## src/pdp_pkg.sv

```systemverilog
/*
 * Shared constants and types for the port and data pointer unit.
 * Assumes an 8-bit register port and a 40 MHz core clock.
 */
package pdp_pkg;

    // ------------------------------------------------------------------
    // Register offsets
    // ------------------------------------------------------------------
    localparam logic [7:0] OFS_PORT0 = 8'h80; // First port latch.
    localparam logic [7:0] OFS_PORT1 = 8'h90; // Second port latch.
    localparam logic [7:0] OFS_PORT2 = 8'hA0; // Third port latch.
    localparam logic [7:0] OFS_PORT3 = 8'hB0; // Fourth port latch.
    localparam logic [7:0] OFS_PTR_LO = 8'h82; // Selected pointer, low.
    localparam logic [7:0] OFS_PTR_HI = 8'h83; // Selected pointer, high.
    localparam logic [7:0] OFS_AUX = 8'hA2; // Auxiliary pointer select.
    localparam logic [7:0] OFS_TM2MOD = 8'hC9; // Timer 2 mode control.

    // ------------------------------------------------------------------
    // Field positions and reset values
    // ------------------------------------------------------------------
    localparam int AUX_SEL_BIT = 0; // Pointer select.
    localparam int AUX_FLAG_BIT = 3; // User flag.
    localparam int TM2_DOWN_BIT = 0; // Down count enable.
    localparam int TM2_OE_BIT = 1; // Timer 2 output enable.
    localparam int P3_SER_OUT_BIT = 1; // Serial output.
    localparam int P3_WR_BIT = 6; // Write strobe.
    localparam int P3_RD_BIT = 7; // Read strobe.
    localparam logic [7:0] PORT_RESET = 8'hFF; // Latches after reset.
    localparam logic [15:0] PTR_RESET = 16'h0000; // Pointers after reset.

    // ------------------------------------------------------------------
    // Timing: data phase start count, counted down to zero over three core cycles
    // ------------------------------------------------------------------
    localparam logic [1:0] DATA_LAST = 2'h2;

    // ------------------------------------------------------------------
    // Types
    // ------------------------------------------------------------------
    typedef enum logic [1:0] {
        KIND_CODE = 2'b00, // Program fetch, 16-bit address.
        KIND_PTR = 2'b01, // Data move through the selected pointer.
        KIND_IDX = 2'b10  // Data move through an 8-bit index register.
    } pdp_kind_type;

    typedef enum logic [1:0] {
        ST_IDLE = 2'b00,
        ST_ADDR = 2'b01,
        ST_DATA = 2'b10,
        ST_DONE = 2'b11
    } pdp_state_type;

endpackage

```

## src/pdp_sync.sv

```systemverilog
/*
 * Two-stage synchroniser for the 32 port pins.
 * Assumes asynchronous pin levels; only the second stage is read.
 */
`timescale 1ns/1ps
`default_nettype none
module pdp_sync (
    // Clock and reset.
    input wire logic clk,
    input wire logic rst,
    // Pin levels in and synchronised levels out.
    input wire logic [31:0] d,
    output logic [31:0] q
);

    typedef struct packed {
        logic [31:0] meta; // First stage, read only by the second.
        logic [31:0] sync; // Second stage.
    } pdp_sync_type;

    pdp_sync_type s_q;
    pdp_sync_type s_d;

    // Next state: shift the pins through both stages.
    always_comb begin
        s_d.meta = d;
        s_d.sync = s_q.meta;
    end

    // Both stages clear under reset.
    always_ff @(posedge clk or posedge rst) begin
        if (rst) begin
            s_q <= '0;
        end else begin
            s_q <= s_d;
        end
    end

    assign q = s_q.sync;

endmodule
`default_nettype wire

```

## src/pdp_ptr_mem.sv

```systemverilog
/*
 * Two 16-bit external data pointers with a registered read port.
 * Assumes byte writes aimed at one pointer and a select for reading.
 */
`timescale 1ns/1ps
`default_nettype none
module pdp_ptr_mem (
    // Clock and reset.
    input wire logic clk,
    input wire logic rst,
    // Byte write port.
    input wire logic wr_en,
    input wire logic wr_sel,
    input wire logic wr_hi,
    input wire logic [7:0] wr_byte,
    // Registered read of the selected pointer.
    input wire logic rd_sel,
    output logic [15:0] rd_data
);

    typedef struct packed {
        logic [15:0] zero; // Pointer zero.
        logic [15:0] one;  // Pointer one.
        logic [15:0] rd;   // Read register.
    } pdp_mem_type;

    pdp_mem_type s_q;
    pdp_mem_type s_d;

    // Write first, then read the updated words so a read right after
    // a write never sees stale data.
    always_comb begin
        s_d = s_q;
        if (wr_en && !wr_sel) begin
            if (wr_hi) begin
                s_d.zero[15:8] = wr_byte;
            end else begin
                s_d.zero[7:0] = wr_byte;
            end
        end
        if (wr_en && wr_sel) begin
            if (wr_hi) begin
                s_d.one[15:8] = wr_byte;
            end else begin
                s_d.one[7:0] = wr_byte;
            end
        end
        s_d.rd = rd_sel ? s_d.one : s_d.zero;
    end

    // Pointers clear under reset.
    always_ff @(posedge clk or posedge rst) begin
        if (rst) begin
            s_q <= {pdp_pkg::PTR_RESET, pdp_pkg::PTR_RESET,
                    pdp_pkg::PTR_RESET};
        end else begin
            s_q <= s_d;
        end
    end

    assign rd_data = s_q.rd;

endmodule
`default_nettype wire

```

## src/pdp_top.sv

```systemverilog
/*
 * Port and data pointer unit: four 8-bit ports with their alternate
 * functions, the multiplexed external memory bus on the first and third
 * ports, the dual data pointer and the timer 2 mode register.
 * Assumes a core on REF_CLK driving the register port and the external
 * access request; pins are resolved by the surrounding pad logic.
 */
// The address-and-strobe port was chosen for this implementation.
`timescale 1ns/1ps
`default_nettype none

// Operation
// - Written one releases first-port pin.
// - First port multiplexes low address and data.
// - Other ports quasi-bidirectional, pulled high, readable.
// - Third port drives high address byte.
// - Index-register moves keep third port latch.
// - Second port bits carry timer 2 inputs.
// - Fourth port carries serial, interrupt, strobes.
// - Reset pin high gives full reset.
// - Two independent 16-bit data pointers.
// - Select bit chooses pointer zero or one.
// - Bit 3 is a plain user flag.
// - Bit 2 always reads zero.
// - Select, flag, zero bit clear on reset.
// - Output enable makes bit 0 clock out.
// - Cleared enable keeps bit 0 input/port.
// - Output and down-count enables clear on reset.
module pdp_top (
    // Clock and reset.
    input wire logic REF_CLK,
    input wire logic RESET,
    // Register port.
    input wire logic [7:0] ADDR,
    input wire logic [7:0] WDATA,
    input wire logic WR_STB,
    input wire logic RD_STB,
    output logic [7:0] RDATA,
    // External access request from the core.
    input wire logic EXT_REQ,
    input wire logic [1:0] EXT_KIND,
    input wire logic EXT_WRITE,
    input wire logic [15:0] EXT_ADDR,
    input wire logic [7:0] EXT_WDATA,
    output logic EXT_BUSY,
    output logic EXT_DONE,
    output logic [7:0] EXT_RDATA,
    // Alternate output sources from the core.
    input wire logic TM2_CLK_OUT,
    input wire logic SER_OUT,
    // Alternate inputs to the core.
    output logic TM2_COUNT_IN,
    output logic TM2_RELOAD_IN,
    output logic SER_IN,
    output logic EXT_IRQ0_IN,
    output logic EXT_IRQ1_IN,
    output logic TM0_IN,
    output logic TM1_IN,
    output logic DOWN_COUNT_EN,
    // Bus strobes.
    output logic ADDR_LATCH,
    output logic PROG_STROBE_N,
    // Port pins.
    input wire logic [7:0] P0_IN,
    output logic [7:0] P0_OUT,
    output logic [7:0] P0_OE_N,
    input wire logic [7:0] P1_IN,
    output logic [7:0] P1_OUT,
    output logic [7:0] P1_OE_N,
    input wire logic [7:0] P2_IN,
    output logic [7:0] P2_OUT,
    output logic [7:0] P2_OE_N,
    input wire logic [7:0] P3_IN,
    output logic [7:0] P3_OUT,
    output logic [7:0] P3_OE_N
);

    // ------------------------------------------------------------------
    // State
    // ------------------------------------------------------------------
    typedef struct packed {
        pdp_pkg::pdp_state_type state; // Access sequencer.
        logic [1:0] cnt;               // Data phase countdown.
        pdp_pkg::pdp_kind_type kind;   // Kind of access in flight.
        logic wr;                      // Access is a write.
        logic [15:0] addr;             // Access address.
        logic [7:0] wdata;             // Access write data.
        logic [7:0] p0_latch;          // Port latches.
        logic [7:0] p1_latch;
        logic [7:0] p2_latch;
        logic [7:0] p3_latch;
        logic sel;                     // Pointer select.
        logic flag;                    // User flag.
        logic tmr_oe;                  // Timer 2 output enable.
        logic dn_en;                   // Down count enable.
        logic [7:0] rdata;             // Register read data.
        logic done;                    // Access done pulse.
        logic busy;                    // Access in flight.
        logic [7:0] ext_rdata;         // Access read data.
        logic [7:0] p0_out;            // Pin drive registers.
        logic [7:0] p0_oen;
        logic [7:0] p1_lvl;
        logic [7:0] p2_out;
        logic [7:0] p2_oen;
        logic [7:0] p3_lvl;
        logic ale;                     // Address latch strobe.
        logic psen_n;                  // Program read strobe.
        logic [6:0] alt_in;            // Registered alternate inputs.
    } pdp_top_type;

    // Reset image: latches high so every pin floats or pulls up.
    localparam pdp_top_type S_RESET = '{
        state: pdp_pkg::ST_IDLE, cnt: 2'h0, kind: pdp_pkg::KIND_CODE,
        wr: 1'b0, addr: 16'h0000, wdata: 8'h00,
        p0_latch: pdp_pkg::PORT_RESET, p1_latch: pdp_pkg::PORT_RESET,
        p2_latch: pdp_pkg::PORT_RESET, p3_latch: pdp_pkg::PORT_RESET,
        sel: 1'b0, flag: 1'b0, tmr_oe: 1'b0, dn_en: 1'b0,
        rdata: 8'h00, done: 1'b0, busy: 1'b0, ext_rdata: 8'h00,
        p0_out: 8'h00, p0_oen: pdp_pkg::PORT_RESET,
        p1_lvl: pdp_pkg::PORT_RESET, p2_out: 8'h00,
        p2_oen: pdp_pkg::PORT_RESET, p3_lvl: pdp_pkg::PORT_RESET,
        ale: 1'b0, psen_n: 1'b1, alt_in: 7'h00
    };

    pdp_top_type s_q;
    pdp_top_type n;
    logic [31:0] pin_s;    // Synchronised pins.
    logic [15:0] ptr_word; // Currently selected pointer.
    logic ptr_wr;          // Register write to a pointer byte.

    // ------------------------------------------------------------------
    // Leaf instances
    // ------------------------------------------------------------------
    // Pins are asynchronous to REF_CLK, so nothing reads them raw.
    pdp_sync u_sync (
        .clk(REF_CLK),
        .rst(RESET),
        .d({P3_IN, P2_IN, P1_IN, P0_IN}),
        .q(pin_s)
    );

    assign ptr_wr = WR_STB && (ADDR == pdp_pkg::OFS_PTR_LO ||
                               ADDR == pdp_pkg::OFS_PTR_HI);

    // The read select uses the next select value so a read or an
    // access right after a select change sees the new pointer.
    pdp_ptr_mem u_ptr (
        .clk(REF_CLK),
        .rst(RESET),
        .wr_en(ptr_wr),
        .wr_sel(s_q.sel),
        .wr_hi(ADDR == pdp_pkg::OFS_PTR_HI),
        .wr_byte(WDATA),
        .rd_sel(n.sel),
        .rd_data(ptr_word)
    );

    // ------------------------------------------------------------------
    // Next state
    // ------------------------------------------------------------------
    always_comb begin
        n = s_q;
        n.done = 1'b0;
        n.rdata = 8'h00;
        // Register writes; reserved bits are simply not stored.
        if (WR_STB) begin
            case (ADDR)
                pdp_pkg::OFS_PORT0: n.p0_latch = WDATA;
                pdp_pkg::OFS_PORT1: n.p1_latch = WDATA;
                pdp_pkg::OFS_PORT2: n.p2_latch = WDATA;
                pdp_pkg::OFS_PORT3: n.p3_latch = WDATA;
                pdp_pkg::OFS_AUX: begin
                    n.sel = WDATA[pdp_pkg::AUX_SEL_BIT];
                    n.flag = WDATA[pdp_pkg::AUX_FLAG_BIT];
                end
                pdp_pkg::OFS_TM2MOD: begin
                    n.tmr_oe = WDATA[pdp_pkg::TM2_OE_BIT];
                    n.dn_en = WDATA[pdp_pkg::TM2_DOWN_BIT];
                end
                default: begin
                end
            endcase
        end
        // Register reads; ports return pin levels, unmapped reads zero.
        if (RD_STB) begin
            case (ADDR)
                pdp_pkg::OFS_PORT0: n.rdata = pin_s[7:0];
                pdp_pkg::OFS_PORT1: n.rdata = pin_s[15:8];
                pdp_pkg::OFS_PORT2: n.rdata = pin_s[23:16];
                pdp_pkg::OFS_PORT3: n.rdata = pin_s[31:24];
                pdp_pkg::OFS_PTR_LO: n.rdata = ptr_word[7:0];
                pdp_pkg::OFS_PTR_HI: n.rdata = ptr_word[15:8];
                pdp_pkg::OFS_AUX: begin
                    // Bit 2 and the reserved bits read zero.
                    n.rdata = {4'h0, s_q.flag, 2'b00, s_q.sel};
                end
                pdp_pkg::OFS_TM2MOD: n.rdata = {6'h00, s_q.tmr_oe, s_q.dn_en};
                default: n.rdata = 8'h00;
            endcase
        end
        // Access sequencer: address phase, data phase, done.
        unique case (s_q.state)
            pdp_pkg::ST_IDLE: begin
                if (EXT_REQ) begin
                    n.state = pdp_pkg::ST_ADDR;
                    n.kind = pdp_pkg::pdp_kind_type'(EXT_KIND);
                    n.wr = EXT_WRITE;
                    n.wdata = EXT_WDATA;
                    // Pointer moves take the selected pointer.
                    if (EXT_KIND == pdp_pkg::KIND_PTR) begin
                        n.addr = ptr_word;
                    end else begin
                        n.addr = EXT_ADDR;
                    end
                end
            end
            pdp_pkg::ST_ADDR: begin
                n.state = pdp_pkg::ST_DATA;
                n.cnt = pdp_pkg::DATA_LAST;
            end
            pdp_pkg::ST_DATA: begin
                if (s_q.cnt == 2'h0) begin
                    n.state = pdp_pkg::ST_DONE;
                    n.done = 1'b1;
                    n.ext_rdata = pin_s[7:0];
                end else begin
                    n.cnt = s_q.cnt - 2'h1;
                end
            end
            pdp_pkg::ST_DONE: n.state = pdp_pkg::ST_IDLE;
        endcase
        // First port: address, then data, else open drain from latch.
        if (n.state == pdp_pkg::ST_ADDR) begin
            n.p0_out = n.addr[7:0];
            n.p0_oen = 8'h00;
        end else if (n.state == pdp_pkg::ST_DATA && n.wr &&
                     n.kind != pdp_pkg::KIND_CODE) begin
            n.p0_out = n.wdata;
            n.p0_oen = 8'h00;
        end else if (n.state == pdp_pkg::ST_DATA) begin
            n.p0_out = 8'h00;
            n.p0_oen = 8'hFF;
        end else begin
            n.p0_out = 8'h00;
            n.p0_oen = n.p0_latch;
        end
        // Third port: strong high address, except index moves.
        if ((n.state == pdp_pkg::ST_ADDR || n.state == pdp_pkg::ST_DATA)
            && n.kind != pdp_pkg::KIND_IDX) begin
            n.p2_out = n.addr[15:8];
            n.p2_oen = 8'h00;
        end else begin
            n.p2_out = 8'h00;
            n.p2_oen = n.p2_latch;
        end
        // Second port: bit 0 follows the timer clock when enabled.
        n.p1_lvl = n.p1_latch;
        if (n.tmr_oe) begin
            n.p1_lvl[0] = n.p1_latch[0] & TM2_CLK_OUT;
        end
        // Fourth port: latch gated with serial output and strobes.
        n.p3_lvl = n.p3_latch;
        n.p3_lvl[pdp_pkg::P3_SER_OUT_BIT] =
            n.p3_latch[pdp_pkg::P3_SER_OUT_BIT] & SER_OUT;
        if (n.state == pdp_pkg::ST_DATA &&
            n.kind != pdp_pkg::KIND_CODE) begin
            n.p3_lvl[pdp_pkg::P3_WR_BIT] =
                n.p3_latch[pdp_pkg::P3_WR_BIT] & ~n.wr;
            n.p3_lvl[pdp_pkg::P3_RD_BIT] =
                n.p3_latch[pdp_pkg::P3_RD_BIT] & n.wr;
        end
        n.ale = (n.state == pdp_pkg::ST_ADDR);
        n.busy = (n.state != pdp_pkg::ST_IDLE);
        n.psen_n = ~(n.state == pdp_pkg::ST_DATA &&
                     n.kind == pdp_pkg::KIND_CODE);
        // Alternate inputs; the count input is masked as clock output.
        n.alt_in[0] = n.tmr_oe ? 1'b0 : pin_s[8];
        n.alt_in[1] = pin_s[9];
        n.alt_in[2] = pin_s[24];
        n.alt_in[3] = pin_s[26];
        n.alt_in[4] = pin_s[27];
        n.alt_in[5] = pin_s[28];
        n.alt_in[6] = pin_s[29];
    end

    // ------------------------------------------------------------------
    // State register
    // ------------------------------------------------------------------
    // The reset pin loads the reset image into everything at once, clock or not.
    always_ff @(posedge REF_CLK or posedge RESET) begin
        if (RESET) begin
            s_q <= S_RESET;
        end else begin
            s_q <= n;
        end
    end

    // ------------------------------------------------------------------
    // Outputs, all from flip-flops
    // ------------------------------------------------------------------
    assign RDATA = s_q.rdata;
    assign EXT_BUSY = s_q.busy;
    assign EXT_DONE = s_q.done;
    assign EXT_RDATA = s_q.ext_rdata;
    assign TM2_COUNT_IN = s_q.alt_in[0];
    assign TM2_RELOAD_IN = s_q.alt_in[1];
    assign SER_IN = s_q.alt_in[2];
    assign EXT_IRQ0_IN = s_q.alt_in[3];
    assign EXT_IRQ1_IN = s_q.alt_in[4];
    assign TM0_IN = s_q.alt_in[5];
    assign TM1_IN = s_q.alt_in[6];
    assign DOWN_COUNT_EN = s_q.dn_en;
    assign ADDR_LATCH = s_q.ale;
    assign PROG_STROBE_N = s_q.psen_n;
    assign P0_OUT = s_q.p0_out;
    assign P0_OE_N = s_q.p0_oen;
    // Quasi pins drive low for a zero and release for a one.
    assign P1_OUT = s_q.p1_lvl;
    assign P1_OE_N = s_q.p1_lvl;
    assign P2_OUT = s_q.p2_out;
    assign P2_OE_N = s_q.p2_oen;
    assign P3_OUT = s_q.p3_lvl;
    assign P3_OE_N = s_q.p3_lvl;

    // ------------------------------------------------------------------
    // Assertions
    // ------------------------------------------------------------------
    a_p0_release_idle: assert property (@(posedge REF_CLK) disable iff
        (RESET) s_q.state == pdp_pkg::ST_IDLE |->
        P0_OE_N == s_q.p0_latch) else $error("p0 not from latch");
    a_p0_addr_phase: assert property (@(posedge REF_CLK) disable iff
        (RESET) s_q.state == pdp_pkg::ST_ADDR |-> P0_OE_N == 8'h00 &&
        P0_OUT == s_q.addr[7:0] && ADDR_LATCH)
        else $error("p0 address phase wrong");
    a_access_length: assert property (@(posedge REF_CLK) disable iff
        (RESET) s_q.state == pdp_pkg::ST_ADDR |-> !EXT_DONE [*4]
        ##1 EXT_DONE) else $error("access length wrong");
    a_p3_quasi_pins: assert property (@(posedge REF_CLK) disable iff
        (RESET) P3_OE_N[5:2] == s_q.p3_latch[5:2])
        else $error("p3 pins not latch");
    a_p2_high_addr: assert property (@(posedge REF_CLK) disable iff
        (RESET) s_q.state == pdp_pkg::ST_ADDR &&
        s_q.kind != pdp_pkg::KIND_IDX |-> P2_OE_N == 8'h00 &&
        P2_OUT == s_q.addr[15:8]) else $error("p2 address wrong");
    a_p2_keeps_latch: assert property (@(posedge REF_CLK) disable iff
        (RESET) s_q.kind == pdp_pkg::KIND_IDX |->
        P2_OE_N == s_q.p2_latch) else $error("p2 not latch");
    a_ptr_address: assert property (@(posedge REF_CLK) disable iff
        (RESET) s_q.state == pdp_pkg::ST_IDLE && EXT_REQ &&
        EXT_KIND == pdp_pkg::KIND_PTR |=> s_q.addr == $past(ptr_word))
        else $error("pointer address wrong");
    a_aux_readback: assert property (@(posedge REF_CLK) disable iff
        (RESET) RD_STB && ADDR == pdp_pkg::OFS_AUX |=> RDATA ==
        {4'h0, $past(s_q.flag), 2'b00, $past(s_q.sel)})
        else $error("aux read wrong");
    a_tm2_clk_out: assert property (@(posedge REF_CLK) disable iff
        (RESET) s_q.tmr_oe && s_q.p1_latch[0] && !WR_STB |=>
        P1_OE_N[0] == $past(TM2_CLK_OUT))
        else $error("clock output wrong");
    a_tm2_in_mask: assert property (@(posedge REF_CLK) disable iff
        (RESET) s_q.tmr_oe && $past(s_q.tmr_oe) |-> !TM2_COUNT_IN)
        else $error("count input not masked");

endmodule
`default_nettype wire

```

## config.mk

```make
export PLATFORM = sky130hd
export DESIGN_NAME = pdp_top
export DESIGN_NICKNAME = d
export VERILOG_FILES = /design/src/pdp_pkg.sv /design/src/pdp_sync.sv /design/src/pdp_ptr_mem.sv /design/src/pdp_top.sv
export SDC_FILE = /design/constraint.sdc
export NUM_CORES = 1
export LEC_CHECK = 0
export BUFFER_PORTS_ARGS = -buffer_cell sky130_fd_sc_hd__buf_2
export CAP_MARGIN = 25
export CORE_UTILIZATION = 40
export DETAILED_ROUTE_END_ITERATION = 10
export PLACE_DENSITY_LB_ADDON = 0.1
export REMOVE_ABC_BUFFERS = 1
export SYNTH_ARGS = -nofsm -noshare
export SYNTH_HDL_FRONTEND = slang
export SYNTH_HIERARCHICAL = 1
export SYNTH_SLANG_ARGS = --single-unit
```

## constraint.sdc

```tcl
create_clock -name REF_CLK -period 8.6 [get_ports REF_CLK]
set_input_delay 1.29 -clock REF_CLK [delete_from_list [all_inputs] [get_ports REF_CLK]]
set_output_delay 1.29 -clock REF_CLK [all_outputs]
set_load 0.03 [all_outputs]
```

-- Word level (Yosys, flattened, before mapping)
Cells that the tools add are included.
- flip-flop bits (word level): 254
- input port bits: 82
- output and inout bits: 92
- word-level logic and storage cells: 109
- add/subtract/negate cells: 1
- eq/ne operators: 16
- mux-type cells: 33
- bitwise gates (word level): 6
- reductions and logical operators: 21
- operator list (cell ; count):
    $mux W16 ; 7
    $mux W8 ; 10
    $eq A8 B8 Y1 const B ; 8
    $pmux W8 S8 ; 1
    $mux W27 ; 2
    $mux W36 ; 1
    $mux W2 ; 6
    $logic_and A1 B1 Y1 ; 8
    $pmux W2 S4 ; 1
    $reduce_and A2 Y1 ; 4
    $eq A2 B1 Y1 const B ; 3
    $eq A2 B2 Y1 const B ; 3
    $logic_not A2 Y1 ; 3
    $reduce_bool A2 Y1 ; 3
    $and A1 B1 Y1 ; 4
    $mux W1 ; 4
    $ne A2 B2 Y1 const B ; 2
    $pmux W2 S2 ; 1
    $logic_or A1 B1 Y1 ; 2
    $not A1 Y1 ; 2
    $sub A2 B1 Y2 const B ; 1
    $logic_not A1 Y1 ; 1

-- Depth between registers and ports, before layout
Gate-level depths: netlist of the first run.
- word-level depth: 8
- mapped depth: 10
- gate-level depth less buffers: 8

-- By module
Netlist of the first run, hierarchy kept.
- modules (own cells, without submodules) (module ; times used ; cells an instance ; area an instance (um^2) ; seq. area each (um^2)):
    pdp_top ; 1 ; 486 ; 6112.1 ; 3319.4
    pdp_ptr_mem ; 1 ; 226 ; 2491.1 ; 1201.2
    pdp_sync ; 1 ; 65 ; 1605.3 ; 1601.5

-- Worst setup path after synthesis of the first run
Ideal clock, no wire load.
- path kind: input port to flip-flop
- start point: input port ADDR[6]
- end point: register u_ptr.s_q, in the netlist u_ptr/rd_data[5]
- setup time: 0.122 ns
- data arrival time: 3.438 ns
- required time: 8.478 ns
- path slack: 5.040 ns
- stages on the path: 8
- path buffers: 1
- cell sequence: or4b_4 nor4_4 nand2_2 mux2_1 or3b_1 buf_2 a2bb2oi_1 a32o_1
- RTL lines (what ; RTL line ; text):
    start, declared ; pdp_top.sv:34 ; input wire logic [7:0] ADDR,
    end signal, assigned ; pdp_ptr_mem.sv:54 ; s_q <= {pdp_pkg::PTR_RESET, pdp_pkg::PTR_RESET,
    end, declared ; pdp_ptr_mem.sv:27 ; pdp_mem_type s_q;

==> results of run 1 <==
worst max-delay path by stage:
| stage | depth (start not counted) | startpoint | slack, ps | to |
|---|---|---|---|---|
| final | 9 | ADDR[6] | 4890 | u_ptr/rd_data[1] |
| after global routing | 9 | ADDR[6] | 4800 | u_ptr/rd_data[1] |
| after CTS | 9 | ADDR[6] | 4920 | u_ptr/rd_data[1] |
| after detailed placement | 9 | ADDR[6] | 4370 | u_ptr/rd_data[1] |
| after global placement | 9 | ADDR[6] | 4430 | u_ptr/rd_data[7] |
| after floorplan | 1 | RESET | 3930 | ADDR_LATCH |
cell type report:
class	count	area, µm²
fillers	2310	13600
flip-flops and latches	242	6120
multi-input cells	375	3090
repair buffers	180	920
clock buffers	39	719
well taps	330	413
inverters	31	121
clock inverters	9	91.3
diodes	1	2.50
per-layer routing:
layer	share of wire, %	global-route usage (%)
met2	49	27.4
met3	5.9	2.83
met5	0	0
met1	43	22.2
met4	2.0	5.27
kinds of logic (layout without fill, tap and decap cells):
logic type | count (synthesis) | in the layout | share of synthesized area (%)
AOI/OAI and AO/OA | 117 | 117 | 8.76
adders and majority gates | 8 | 8 | 0.981
buffers and inverters | 160 | 259 | 9.81
DFF | 242 | 242 | 60.0
muxes | 115 | 115 | 12.5
other | 0 | 1 | 0
and+or+nand+nor | 135 | 135 | 7.94
state kept, by name (all words and copies together), names as in the netlist, 16 cells and up:
register	cells
s_q	55
u_ptr/rd_data	16
u_ptr/s_q	32
u_sync/q	32
u_sync/s_d	32
through the flow:
step / std cells / utilization, % / area [µm²]
after global placement: 1156 / 42.4 / 10600
after CTS: 1205 / 45.6 / 11500
after detailed placement: 1157 / 42.4 / 10700
final: 1207 / 45.7 / 11500
after global routing: 1207 / 45.7 / 11500
after floorplan: 648 / - / 9320
power by group through the flow:
stage	Clock [mW]	Combinational, mW	Sequential, mW
floorplan	0	0.417	1.54
global placement	0	0.775	1.41
detailed placement	0	0.797	1.42
CTS	1.08	0.800	1.40
global route	1.12	0.870	1.41
finish	1.04	0.786	1.40
placed cells by master (no fill, tap or decap), types with 5 or more instances in the layout:
| master | count |
|---|---|
| a2bb2oi_1 | 16 |
| o21ba_2 | 8 |
| o21ai_0 | 19 |
| nand2b_1 | 19 |
| nor2_1 | 21 |
| nor2b_1 | 10 |
| clkbuf_16 | 26 |
| mux2_2 | 89 |
| a31oi_1 | 7 |
| clkbuf_1 | 11 |
| buf_2 | 174 |
| mux2i_1 | 21 |
| nand2_1 | 37 |
| ha_1 | 8 |
| a22o_1 | 8 |
| buf_4 | 5 |
| inv_1 | 28 |
| a22oi_1 | 13 |
| dfrtp_1 | 189 |
| and2_1 | 21 |
| dfstp_2 | 53 |
| a32o_1 | 16 |
| o22ai_1 | 17 |
worst max-delay path, delay by kind of cell:
family                 cells  cell delay [ps]
AOI/OAI and AO/OA          2              490
and+or+nand+nor            4             1580
muxes                      1              310
buffers and inverters      2              420
==> summary.md, run 1 <==
| Metric | Value |
|---|---|
| Cell Rows | `slightly below 60` |
| RePlAce Congestion | `roughly 0.81` |
| Post-synth cell types | `53` |
| Vias per std cell | `4.96` |
| Detailed Route Iter0 Violations | `352` |
| WL per Instance | `17.7 µm` |
| # Post-CTS Setup Buffers | `0` |
| Die Y | `162 µm` |
| Initial core utilization | `roughly 41%` |
| Cts bufs inserted | `26` |
| Dominant cells by area after synthesis | `dfrtp_1, dfstp_2, mux2_2` |
| Sw Pwr | `976 µW` |
| Total global-route track usage | `16.6%` |
| EDFF count, synth | `0` |
| Top cells by count, synth | `dfrtp_1, buf_4, mux2_2` |
| Hold path start | `u_sync/s_d[15]` |
| First-pass GRT wire length | `between 30 and 40 mm` |
| Cells after Synth | `777` |
| Overall Power | `3.22 mW` |
| First-pass DRT Iterations | `5` |
| TritonCTS clock tree | `built` |
| Critical path's largest stage delay | `580 ps` |
| P_int | `2.25 mW` |
| Ports | `about 170` |
| P_leak | `5.53 nW` |
| Yosys top cell by area | `dfrtp_1` |
| Element type at the critical path start | `input pin` |
| Max Slew Vio Count | `0` |
| DR DRC count | `0` |
| Placeable Area | `25,100 µm²` |
| Mean cell area of the mapped netlist | `13.1 µm²` |
| Final WL | `21.3 mm` |
| Max Cap Viol | `0` |
| Worst VDD drop | `0.134 mV` |
| DP HPWL | `15.1 mm` |
| Post-synth ARST share | `100%` |
| Hold bufs inserted after CTS | `0` |
| Worst R2R Start | `s_q[140]` |
| Area share of the largest cell type after synthesis | `46.3%` |
| Fin nets | `946` |
| Crit path time final | `between 3000 and 4000 ps` |
| Clk pwr share | `32.3%` |
| Buffers on Ports | `173` |
| Synth Cell Area | `10,200 µm²` |
| CP max stage cell | `or4b_4` |
| Area growth from synthesis to layout | `12.4%` |
| Sequential power share | `43.3%` |
| Ys flop type | `dfrtp_1` |
| Final setup vio count | `0` |
| R2r endpoint | `P0_OUT[6]` |
| Min-Delay Path Class | `flop to flop` |
| CP Capture Type | `flop` |
| Clk Latency, worst-skew pair | `530 ps` |
| Run status | `completed` |
| Synthesis-stage register bit count | `~240` |
| Comb power frac | `24.4%` |
| Worst slew pin tran | `around 890 ps` |
| Pwr Density | `281 nW/µm²` |
| Die Span X | `about 160 µm` |
| Root Driver | `clkbuf_16` |
| Hold Fails Final Rpt | `0` |
| Hold Path Cell Cnt | `0` |
| Final ANT Viol Nets | `0` |
| # clock sinks | `242` |
| Share of layout cells above drive strength 1 | `between 40% and 50%` |
| Flop2flop setup slack | `5550 ps` |
| Antenna violations before repair | `1` |
| Vias post-DR | `5,986` |
| Maximum clock insertion buffer count | `3` |
| Dominant cell by count in the synthesized netlist | `dfrtp_1` |
| Largest net degree at the start of global routing | `73` |
| # H-tree levels | `1` |
| Die footprint | `26,200 µm²` |
| GRT overflow | `0` |
| Vias in the first global route | `6,158` |
| Clk slew on worst S/H paths | `60 ps` |
| Yosys synthesis warning count | `6` |
| R2R depth | `8` |
| Crit path DAT | `4120 ps` |
| Setup TNS | `0 ps` |
| Ordered cell list for the critical path | `buf_2, or4b_4, nor4_4, nand2_2, mux2_1, buf_4, or3b_1, a2bb2oi_1, a32o_1` |
| Resized cells post-CTS | `0` |
| Slew HR | `40.3%` |
| Hold endpoint | `u_sync/q[15]` |
| Dpl ws | `4370 ps` |
| Slack of the critical path | `4890 ps` |
| Setup Skew | `approximately 16 ps` |
| Hold slack | `346 ps` |
| Worst-path maximum fanout | `between 50 and 60` |
| RSZ-0062 raised after global routing | `false` |
| Highest Clock Rate | `0.269 GHz` |
| Setup Crit Path Kind | `input pin to flop` |
| Fin crit share | `between 40% and 50%` |
| Sequential share of the synthesized area | `60.0%` |
| CP required | `9010 ps` |
| Sw Share | `a little under a third` |
Note: power is estimated with default switching activity, not from simulation.
==> run 2, diff against run 1 <==
clock period = 3.4 ns   (was 8.6 ns; I/O delays follow)
==> run 2 against run 1 <==
  * Clock-buffer cell count down 10
  * Hold slack worse by 280 ps
  * Core utilization up 0.66 points
  * Via count up 0.77%
  * Combinational power rose to 2.6 times the previous value
  * Final area up 1.4%
  * Sequential power rose to 2.5 times the previous value
  * First-iteration DRC count up 29%
  * Critical path depth down 1
  * Routed wire length up 0.92%
  * Clock skew down 1.4 ps
  * Clock power rose to 2.8 times the previous value
==> summary.md, run 2 (same netlist as run 1, synthesis figures left out) <==
| Metric | Value |
|---|---|
| # Post-CTS Setup Buffers | `0 (unchanged)` |
| Family with the most delay on the worst path | `compound AO/OA/AOI/OAI gates` |
| Slew HR | `40.0% (-0.32 points)` |
| Commonest non-fill, non-tap cell in the layout | `dfrtp_1` |
| Placeable Area | `25,100 µm² (unchanged)` |
| Die Y | `162 µm (unchanged)` |
| TritonCTS clock tree | `built` |
| Clk pwr share | `34.8% (+2.5 points)` |
| Resized cells post-CTS | `0 (unchanged)` |
| # clock sinks | `242 (unchanged)` |
| DR DRC count | `0 (unchanged)` |
| First-pass DRT Iterations | `5 (unchanged)` |
| DP HPWL | `15.5 mm (+2.7%)` |
| Vias in the first global route | `6,344 (+3.0%)` |
| Die Span X | `162 µm (unchanged)` |
| Min-Delay Path Class | `input pin to asynchronous set/reset pin` |
| P_leak | `5.63 nW (+1.8%)` |
| Largest net degree at the start of global routing | `92 (+26%)` |
| Hold Fails Final Rpt | `0 (unchanged)` |
| Clk slew on worst S/H paths | `60 ps (about the same)` |
| Slack of the critical path | `481 ps (-4410 ps)` |
| Sw Share | `29.7% (-0.59 points)` |
| Worst slew pin tran | `894 ps (+9.00 ps)` |
| Setup Crit Path Kind | `flop to flop` |
| Fin crit share | `a little under nine tenths` |
| CP most frequent cell | `ha_1` |
| FILL cells | `2,304 (-0.26%)` |
| Area growth from synthesis to layout | `14.0%` |
| Final setup vio count | `0 (unchanged)` |
| Final ANT Viol Nets | `0 (unchanged)` |
| Setup TNS | `0 ps (unchanged)` |
| Share of layout cells above drive strength 1 | `45.1% (+1.3 points)` |
| Worst-path maximum fanout | `10 (-83%)` |
| Dpl ws | `267 ps (-4110 ps)` |
| Worst VDD drop | `0.319 mV (+140%)` |
| WP buf/inv | `1 (-1)` |
| Post-layout util | `46.4% (+0.66 points)` |
| Fin nets | `954 (+0.85%)` |
| Initial core utilization | `40.7% (unchanged)` |
| Element type at the critical path start | `flop` |
| Buffers on Ports | `173 (unchanged)` |
| WL per Instance | `17.7 µm (+0.34%)` |
| Setup Skew | `14.8 ps (-1.42 ps)` |
| Final WL | `21.5 mm (+0.92%)` |
| Highest Clock Rate | `0.343 GHz` |
| Vias per std cell | `4.97 (+0.19%)` |
| Root Driver | `clkbuf_16` |
| Antenna violations before repair | `0 (-1)` |
| P_int | `5.96 mW (+170%)` |
| Comb power frac | `23.7% (-0.7 points)` |
| CP Capture Type | `flop` |
| GRT overflow | `0 (unchanged)` |
| Layout Cells excl Fill | `1,214 (+0.58%)` |
| Hold slack | `70.4 ps (-275 ps)` |
| Largest register by flop count | `s_q` |
| Placed cell count | `1,166 (+0.78%)` |
| Crit path time final | `2920 ps` |
| CP required | `3850 ps (-5160 ps)` |
| Die footprint | `26,200 µm² (unchanged)` |
| Max FFs per register | `55 (unchanged)` |
| Hold bufs inserted after CTS | `0 (unchanged)` |
| CP max stage cell | `o21bai_1` |
| Total global-route track usage | `16.7% (+0.080 points)` |
| Detailed Route Iter0 Violations | `455 (+29%)` |
| Clk Latency, worst-skew pair | `530 ps (about the same)` |
| Ports | `174 (unchanged)` |
| First-pass GRT wire length | `34.0 mm (+0.47%)` |
| Cell Rows | `58 (unchanged)` |
| # diodes | `0 (-1)` |
| RePlAce Congestion | `0.799 (-1.4%)` |
| Sw Pwr | `2.52 mW (+160%)` |
| Critical path's largest stage delay | `520 ps (-60 ps)` |
| Vias post-DR | `6,032 (+0.77%)` |
| Max Slew Vio Count | `0 (unchanged)` |
| Run status | `completed` |
| RSZ-0062 raised after global routing | `false` |
| Crit path DAT | `3370 ps (-750 ps)` |
| Ordered cell list for the critical path | `inv_1, ha_1, mux2_2, o22ai_1, ha_1, o311ai_0, o21bai_1, o21ba_2` |
| Max Cap Viol | `0 (unchanged)` |
| Pwr Density | `728 nW/µm² (+160%)` |
| Sequential power share | `41.6% (-1.7 points)` |
| Cts bufs inserted | `26 (unchanged)` |
| Maximum clock insertion buffer count | `3 (unchanged)` |
| Most frequent cells in the layout | `dfrtp_1, buf_2, mux2_2, dfstp_2, nand2_1` |
| # H-tree levels | `1 (unchanged)` |
## run 2: changes by cell type in the layout (fill, tap and decap cells not counted), sizes merged
cell / change
clkbuf: -10
diode: -1
bufinv: +4
clkinv: +5
buf: +8
inv: +1
## run 2: worst paths after layout
kind | startpoint | to | slack, ps | cells after the start
hold reg to reg | u_sync/s_d[8] | u_sync/q[8] | 350 | 0
min in group REF_CLK | P3_IN[0] | u_sync/s_d[24] | 80 | 1
hold / removal | RESET | u_sync/s_d[19] | 70 | 2
setup reg to reg | s_q[140] | P0_OE_N[3] | 480 | 8
setup / recovery | s_q[140] | P0_OE_N[3] | 480 | 8
max in group asynchronous | RESET | u_ptr/s_q[31] | 2500 | 3
## run 2: area by class of cell
| type | instances | area (µm²) | area share [%] |
|---|---|---|---|
| Inverter | 31 | 121 | 1.04 |
| Clock buffer | 29 | 672 | 5.77 |
| Tap cell | 330 | 413 | 3.55 |
| Clock inverter | 19 | 238 | 2.04 |
| Sequential cell | 242 | 6120 | 52.6 |
| Timing Repair Buffer | 188 | 988 | 8.49 |
| Multi-Input combinational cell | 375 | 3090 | 26.5 |
## run 2: through the flow
stage	power [mW]	area, µm²
after global placement	5.55	10700
after detailed placement	5.63	10700
after global routing	8.97	11600
final	8.48	11600
after floorplan	4.96	9320
after CTS	8.62	11600
## run 2: per-layer routing
layer | vias to the layer above | track usage [%] | wire length [µm]
li1 | 2783 | - | -
met1 | 3032 | 22.0 | 9340
met2 | 171 | 27.6 | 10400
met3 | 46 | 3.01 | 1160
met4 | 0 | 5.87 | 594
met5 | - | 0 | 0
## run 2: power groups by stage
stage               combinational [mW]  sequential [mW]  clock (mW)
floorplan                         1.05             3.90           0
global placement                  1.98             3.57           0
detailed placement                2.04             3.58           0
CTS                               2.05             3.53        3.04
global route                      2.23             3.57        3.16
finish                            2.01             3.52        2.95
==> run 3, diff against run 2 <==
SLEW_MARGIN = 20   (was default)
clock period = 2.5 ns   (was 3.4 ns; I/O delays follow)
==> run 3 against run 2 <==
  * First-iteration DRC count decreased by 8.4%
  * Total power up 36%
  * Combinational power rose by 46%
  * Register-to-register slack worse by 310 ps
  * Hold slack better by 2.5 ps
  * Final area rose by 5.3%
  * Setup slack lost 330 ps
  * Critical endpoint is now u_ptr/rd_data[2]
  * Largest cell class unchanged
==> summary.md, run 3 (same netlist as run 1, synthesis figures left out) <==
| Metric | Value |
|---|---|
| Die Y | `162 µm (unchanged)` |
| First-pass GRT wire length | `36.0 mm (+5.7%)` |
| Final ANT Viol Nets | `0 (unchanged)` |
| Detailed Route Iter0 Violations | `417 (-8.4%)` |
| R2r endpoint | `P0_OE_N[7]` |
| Hold Path Cell Cnt | `2` |
| # H-tree levels | `1 (unchanged)` |
| Buffers on Ports | `173 (unchanged)` |
| Ports | `174 (unchanged)` |
| GRT overflow | `0 (unchanged)` |
| Worst R2R Start | `s_q[140]` |
| Die Span X | `162 µm (unchanged)` |
| Worst-path maximum fanout | `8 (-2)` |
| Max Cap Viol | `0 (unchanged)` |
| Cell Rows | `58 (unchanged)` |
| Antenna violations before repair | `0 (unchanged)` |
| Highest Clock Rate | `0.425 GHz` |
| Vias post-DR | `6,275 (+4.0%)` |
| Die footprint | `26,200 µm² (unchanged)` |
| CP max stage cell | `or4b_4` |
| TritonCTS clock tree | `built` |
| Dpl ws | `-365 ps (-632 ps)` |
| Cts bufs inserted | `26 (unchanged)` |
| FF+latch area | `6120 µm² (unchanged)` |
| Crit path time final | `around 2400 ps` |
| Busiest grt layer | `met2` |
| Hold Fails Final Rpt | `0 (unchanged)` |
| Max FFs per register | `55 (unchanged)` |
| Met1 Track Usage GR | `24.0% (+2.0 points)` |
| Largest register by flop count | `s_q` |
| Fin crit share | `between 90 and 100%` |
| Setup Crit Path Kind | `input pin to flop` |
| Area growth from synthesis to layout | `20.1%` |
| First-pass DRT Iterations | `5 (unchanged)` |
| DR DRC count | `0 (unchanged)` |
| Max Slew Vio Count | `0 (unchanged)` |
| Initial core utilization | `40.7% (unchanged)` |
| Ordered cell list for the critical path | `buf_2, or4b_4, nor4_4, nand2_2, mux2_1, or3b_1, a2bb2oi_1, a32o_1` |
| Hold path start | `SER_OUT` |
| Share of layout cells above drive strength 1 | `44.7% (-0.46 points)` |
| Worst VDD drop | `0.417 mV (+31%)` |
| Placeable Area | `25,100 µm² (unchanged)` |
| Min-Delay Path Class | `input pin to flop` |
| CP required | `2890 ps (-960 ps)` |
| Final setup vio count | `0 (unchanged)` |
| Vias in the first global route | `6,637 (+4.6%)` |
| Crit path DAT | `2750 ps (-620 ps)` |
| Largest net degree at the start of global routing | `64 (-30%)` |
| Met2 Use GR | `28.9% (+1.4 points)` |
| Fin nets | `1,019 (+6.8%)` |
| DP HPWL | `16.3 mm (+5.3%)` |
| Vias per std cell | `4.90 (-1.3%)` |
| Worst slew pin tran | `998 ps (+104 ps)` |
| CP Capture Type | `flop` |
| Element type at the critical path start | `input pin` |
| FILL cells | `2,297 (-0.30%)` |
| Slew HR | `32.7% (-7.3 points)` |
| Hold slack | `72.9 ps (+2.50 ps)` |
| Root Driver | `clkbuf_16` |
| P_leak | `5.93 nW (+5.4%)` |
| GR met3 Demand/Resource | `3.04% (+0.026 points)` |
| Final WL | `22.8 mm (+6.0%)` |
| Critical path's largest stage delay | `570 ps (+50 ps)` |
| R2R depth | `9 (+1)` |
| Setup TNS | `0 ps (unchanged)` |
| Hold endpoint | `P3_OE_N[1]` |
| WL per Instance | `17.8 µm (+0.51%)` |
| Run status | `completed` |
| # clock sinks | `242 (unchanged)` |
| Slack of the critical path | `148 ps (-333 ps)` |
| Maximum clock insertion buffer count | `3 (unchanged)` |
| Total global-route track usage | `17.6% (+0.94 points)` |
| Multi-input gate area | `3090 µm² (+0.20%)` |
| Most frequent cells in the layout | `dfrtp_1, buf_2, mux2_2, dfstp_2, buf_4` |
| Clk slew on worst S/H paths | `60 ps (about the same)` |
| Post-layout util | `48.8% (+2.5 points)` |
| Commonest non-fill, non-tap cell in the layout | `dfrtp_1` |
| RePlAce Congestion | `0.821 (+2.8%)` |
| Pwr Density | `940 nW/µm² (+29%)` |
| Flop2flop setup slack | `170 ps (-310 ps)` |
| Setup Skew | `18.7 ps (+3.86 ps)` |
| Clk Latency, worst-skew pair | `520 ps (about the same)` |
==> run 3: changes by cell type in the layout (fill, tap and decap cells not counted), moves of 2 or more <==
cell | previous run | this run
bufinv_16 | 5 | 2
clkbuf_8 | 1 | 4
clkinv_2 | 9 | 3
clkbuf_1 | 2 | 12
buf_4 | 13 | 39
buf_12 | 1 | 7
dlygate4sd3_1 | 0 | 33
clkinv_1 | 3 | 1
==> run 3: worst max-delay path by stage <==
| stage | startpoint | endpoint | slack [ps] |
|---|---|---|---|
| after detailed placement | ADDR[6] | u_ptr/rd_data[4] | -370 |
| after floorplan | RESET | ADDR_LATCH | -1260 |
| after global placement | ADDR[6] | u_ptr/rd_data[6] | -310 |
| final | ADDR[6] | u_ptr/rd_data[2] | 150 |
| after CTS | s_q[140] | P0_OUT[6] | 90 |
| after global routing | s_q[140] | P0_OE_N[6] | -4 |
==> run 3: final cells by class <==
| class | count | area share (%) |
|---|---|---|
| Antenna cell | 1 | 0.0204 |
| Clock buffer | 43 | 6.33 |
| Clock inverter | 5 | 0.612 |
| Inverter | 31 | 0.990 |
| Multi-Input combinational cell | 375 | 25.2 |
| Sequential cell | 242 | 49.9 |
| Tap cell | 330 | 3.37 |
| Timing Repair Buffer | 253 | 13.5 |
==> run 3: repair_timing <==
item	4_1_cts	5_1_grt
setup buffers	0	1
hold buffers	33	0
resized for setup	0	1
hold endpoints to repair	65	0
endpoints found under the setup margin	0	16
==> run 3: metrics by stage <==
stage,total power [mW],area [µm²],std cells
6_report,11.5,12300,1280
5_1_grt,12.2,12300,1279
4_1_cts,11.7,12200,1277
3_5_place_dp,7.77,11000,1196
3_3_place_gp,7.68,11000,1196
2_1_floorplan,6.74,9320,648
==> run 3: layer usage <==
metal  up-vias  wire length, µm
met2       171            11000
met1      3166            10300
li1       2905                -
met4         0              450
met3        33             1080
met5         -                0
==> run 3: critical path, delay by kind of cell <==
kind | cells | cell delay (ps)
AND/OR/NAND/NOR | 4 | 1450
AO/OA/AOI/OAI | 2 | 470
multiplexers | 1 | 340
buffers and inverters | 1 | 110
==> run 3: power breakdown <==
group          switching [mW]  internal [mW]  total (mW)
Clock                    1.47           2.31        3.78
Sequential              0.220           4.58        4.80
Combinational            1.72           1.22        2.94
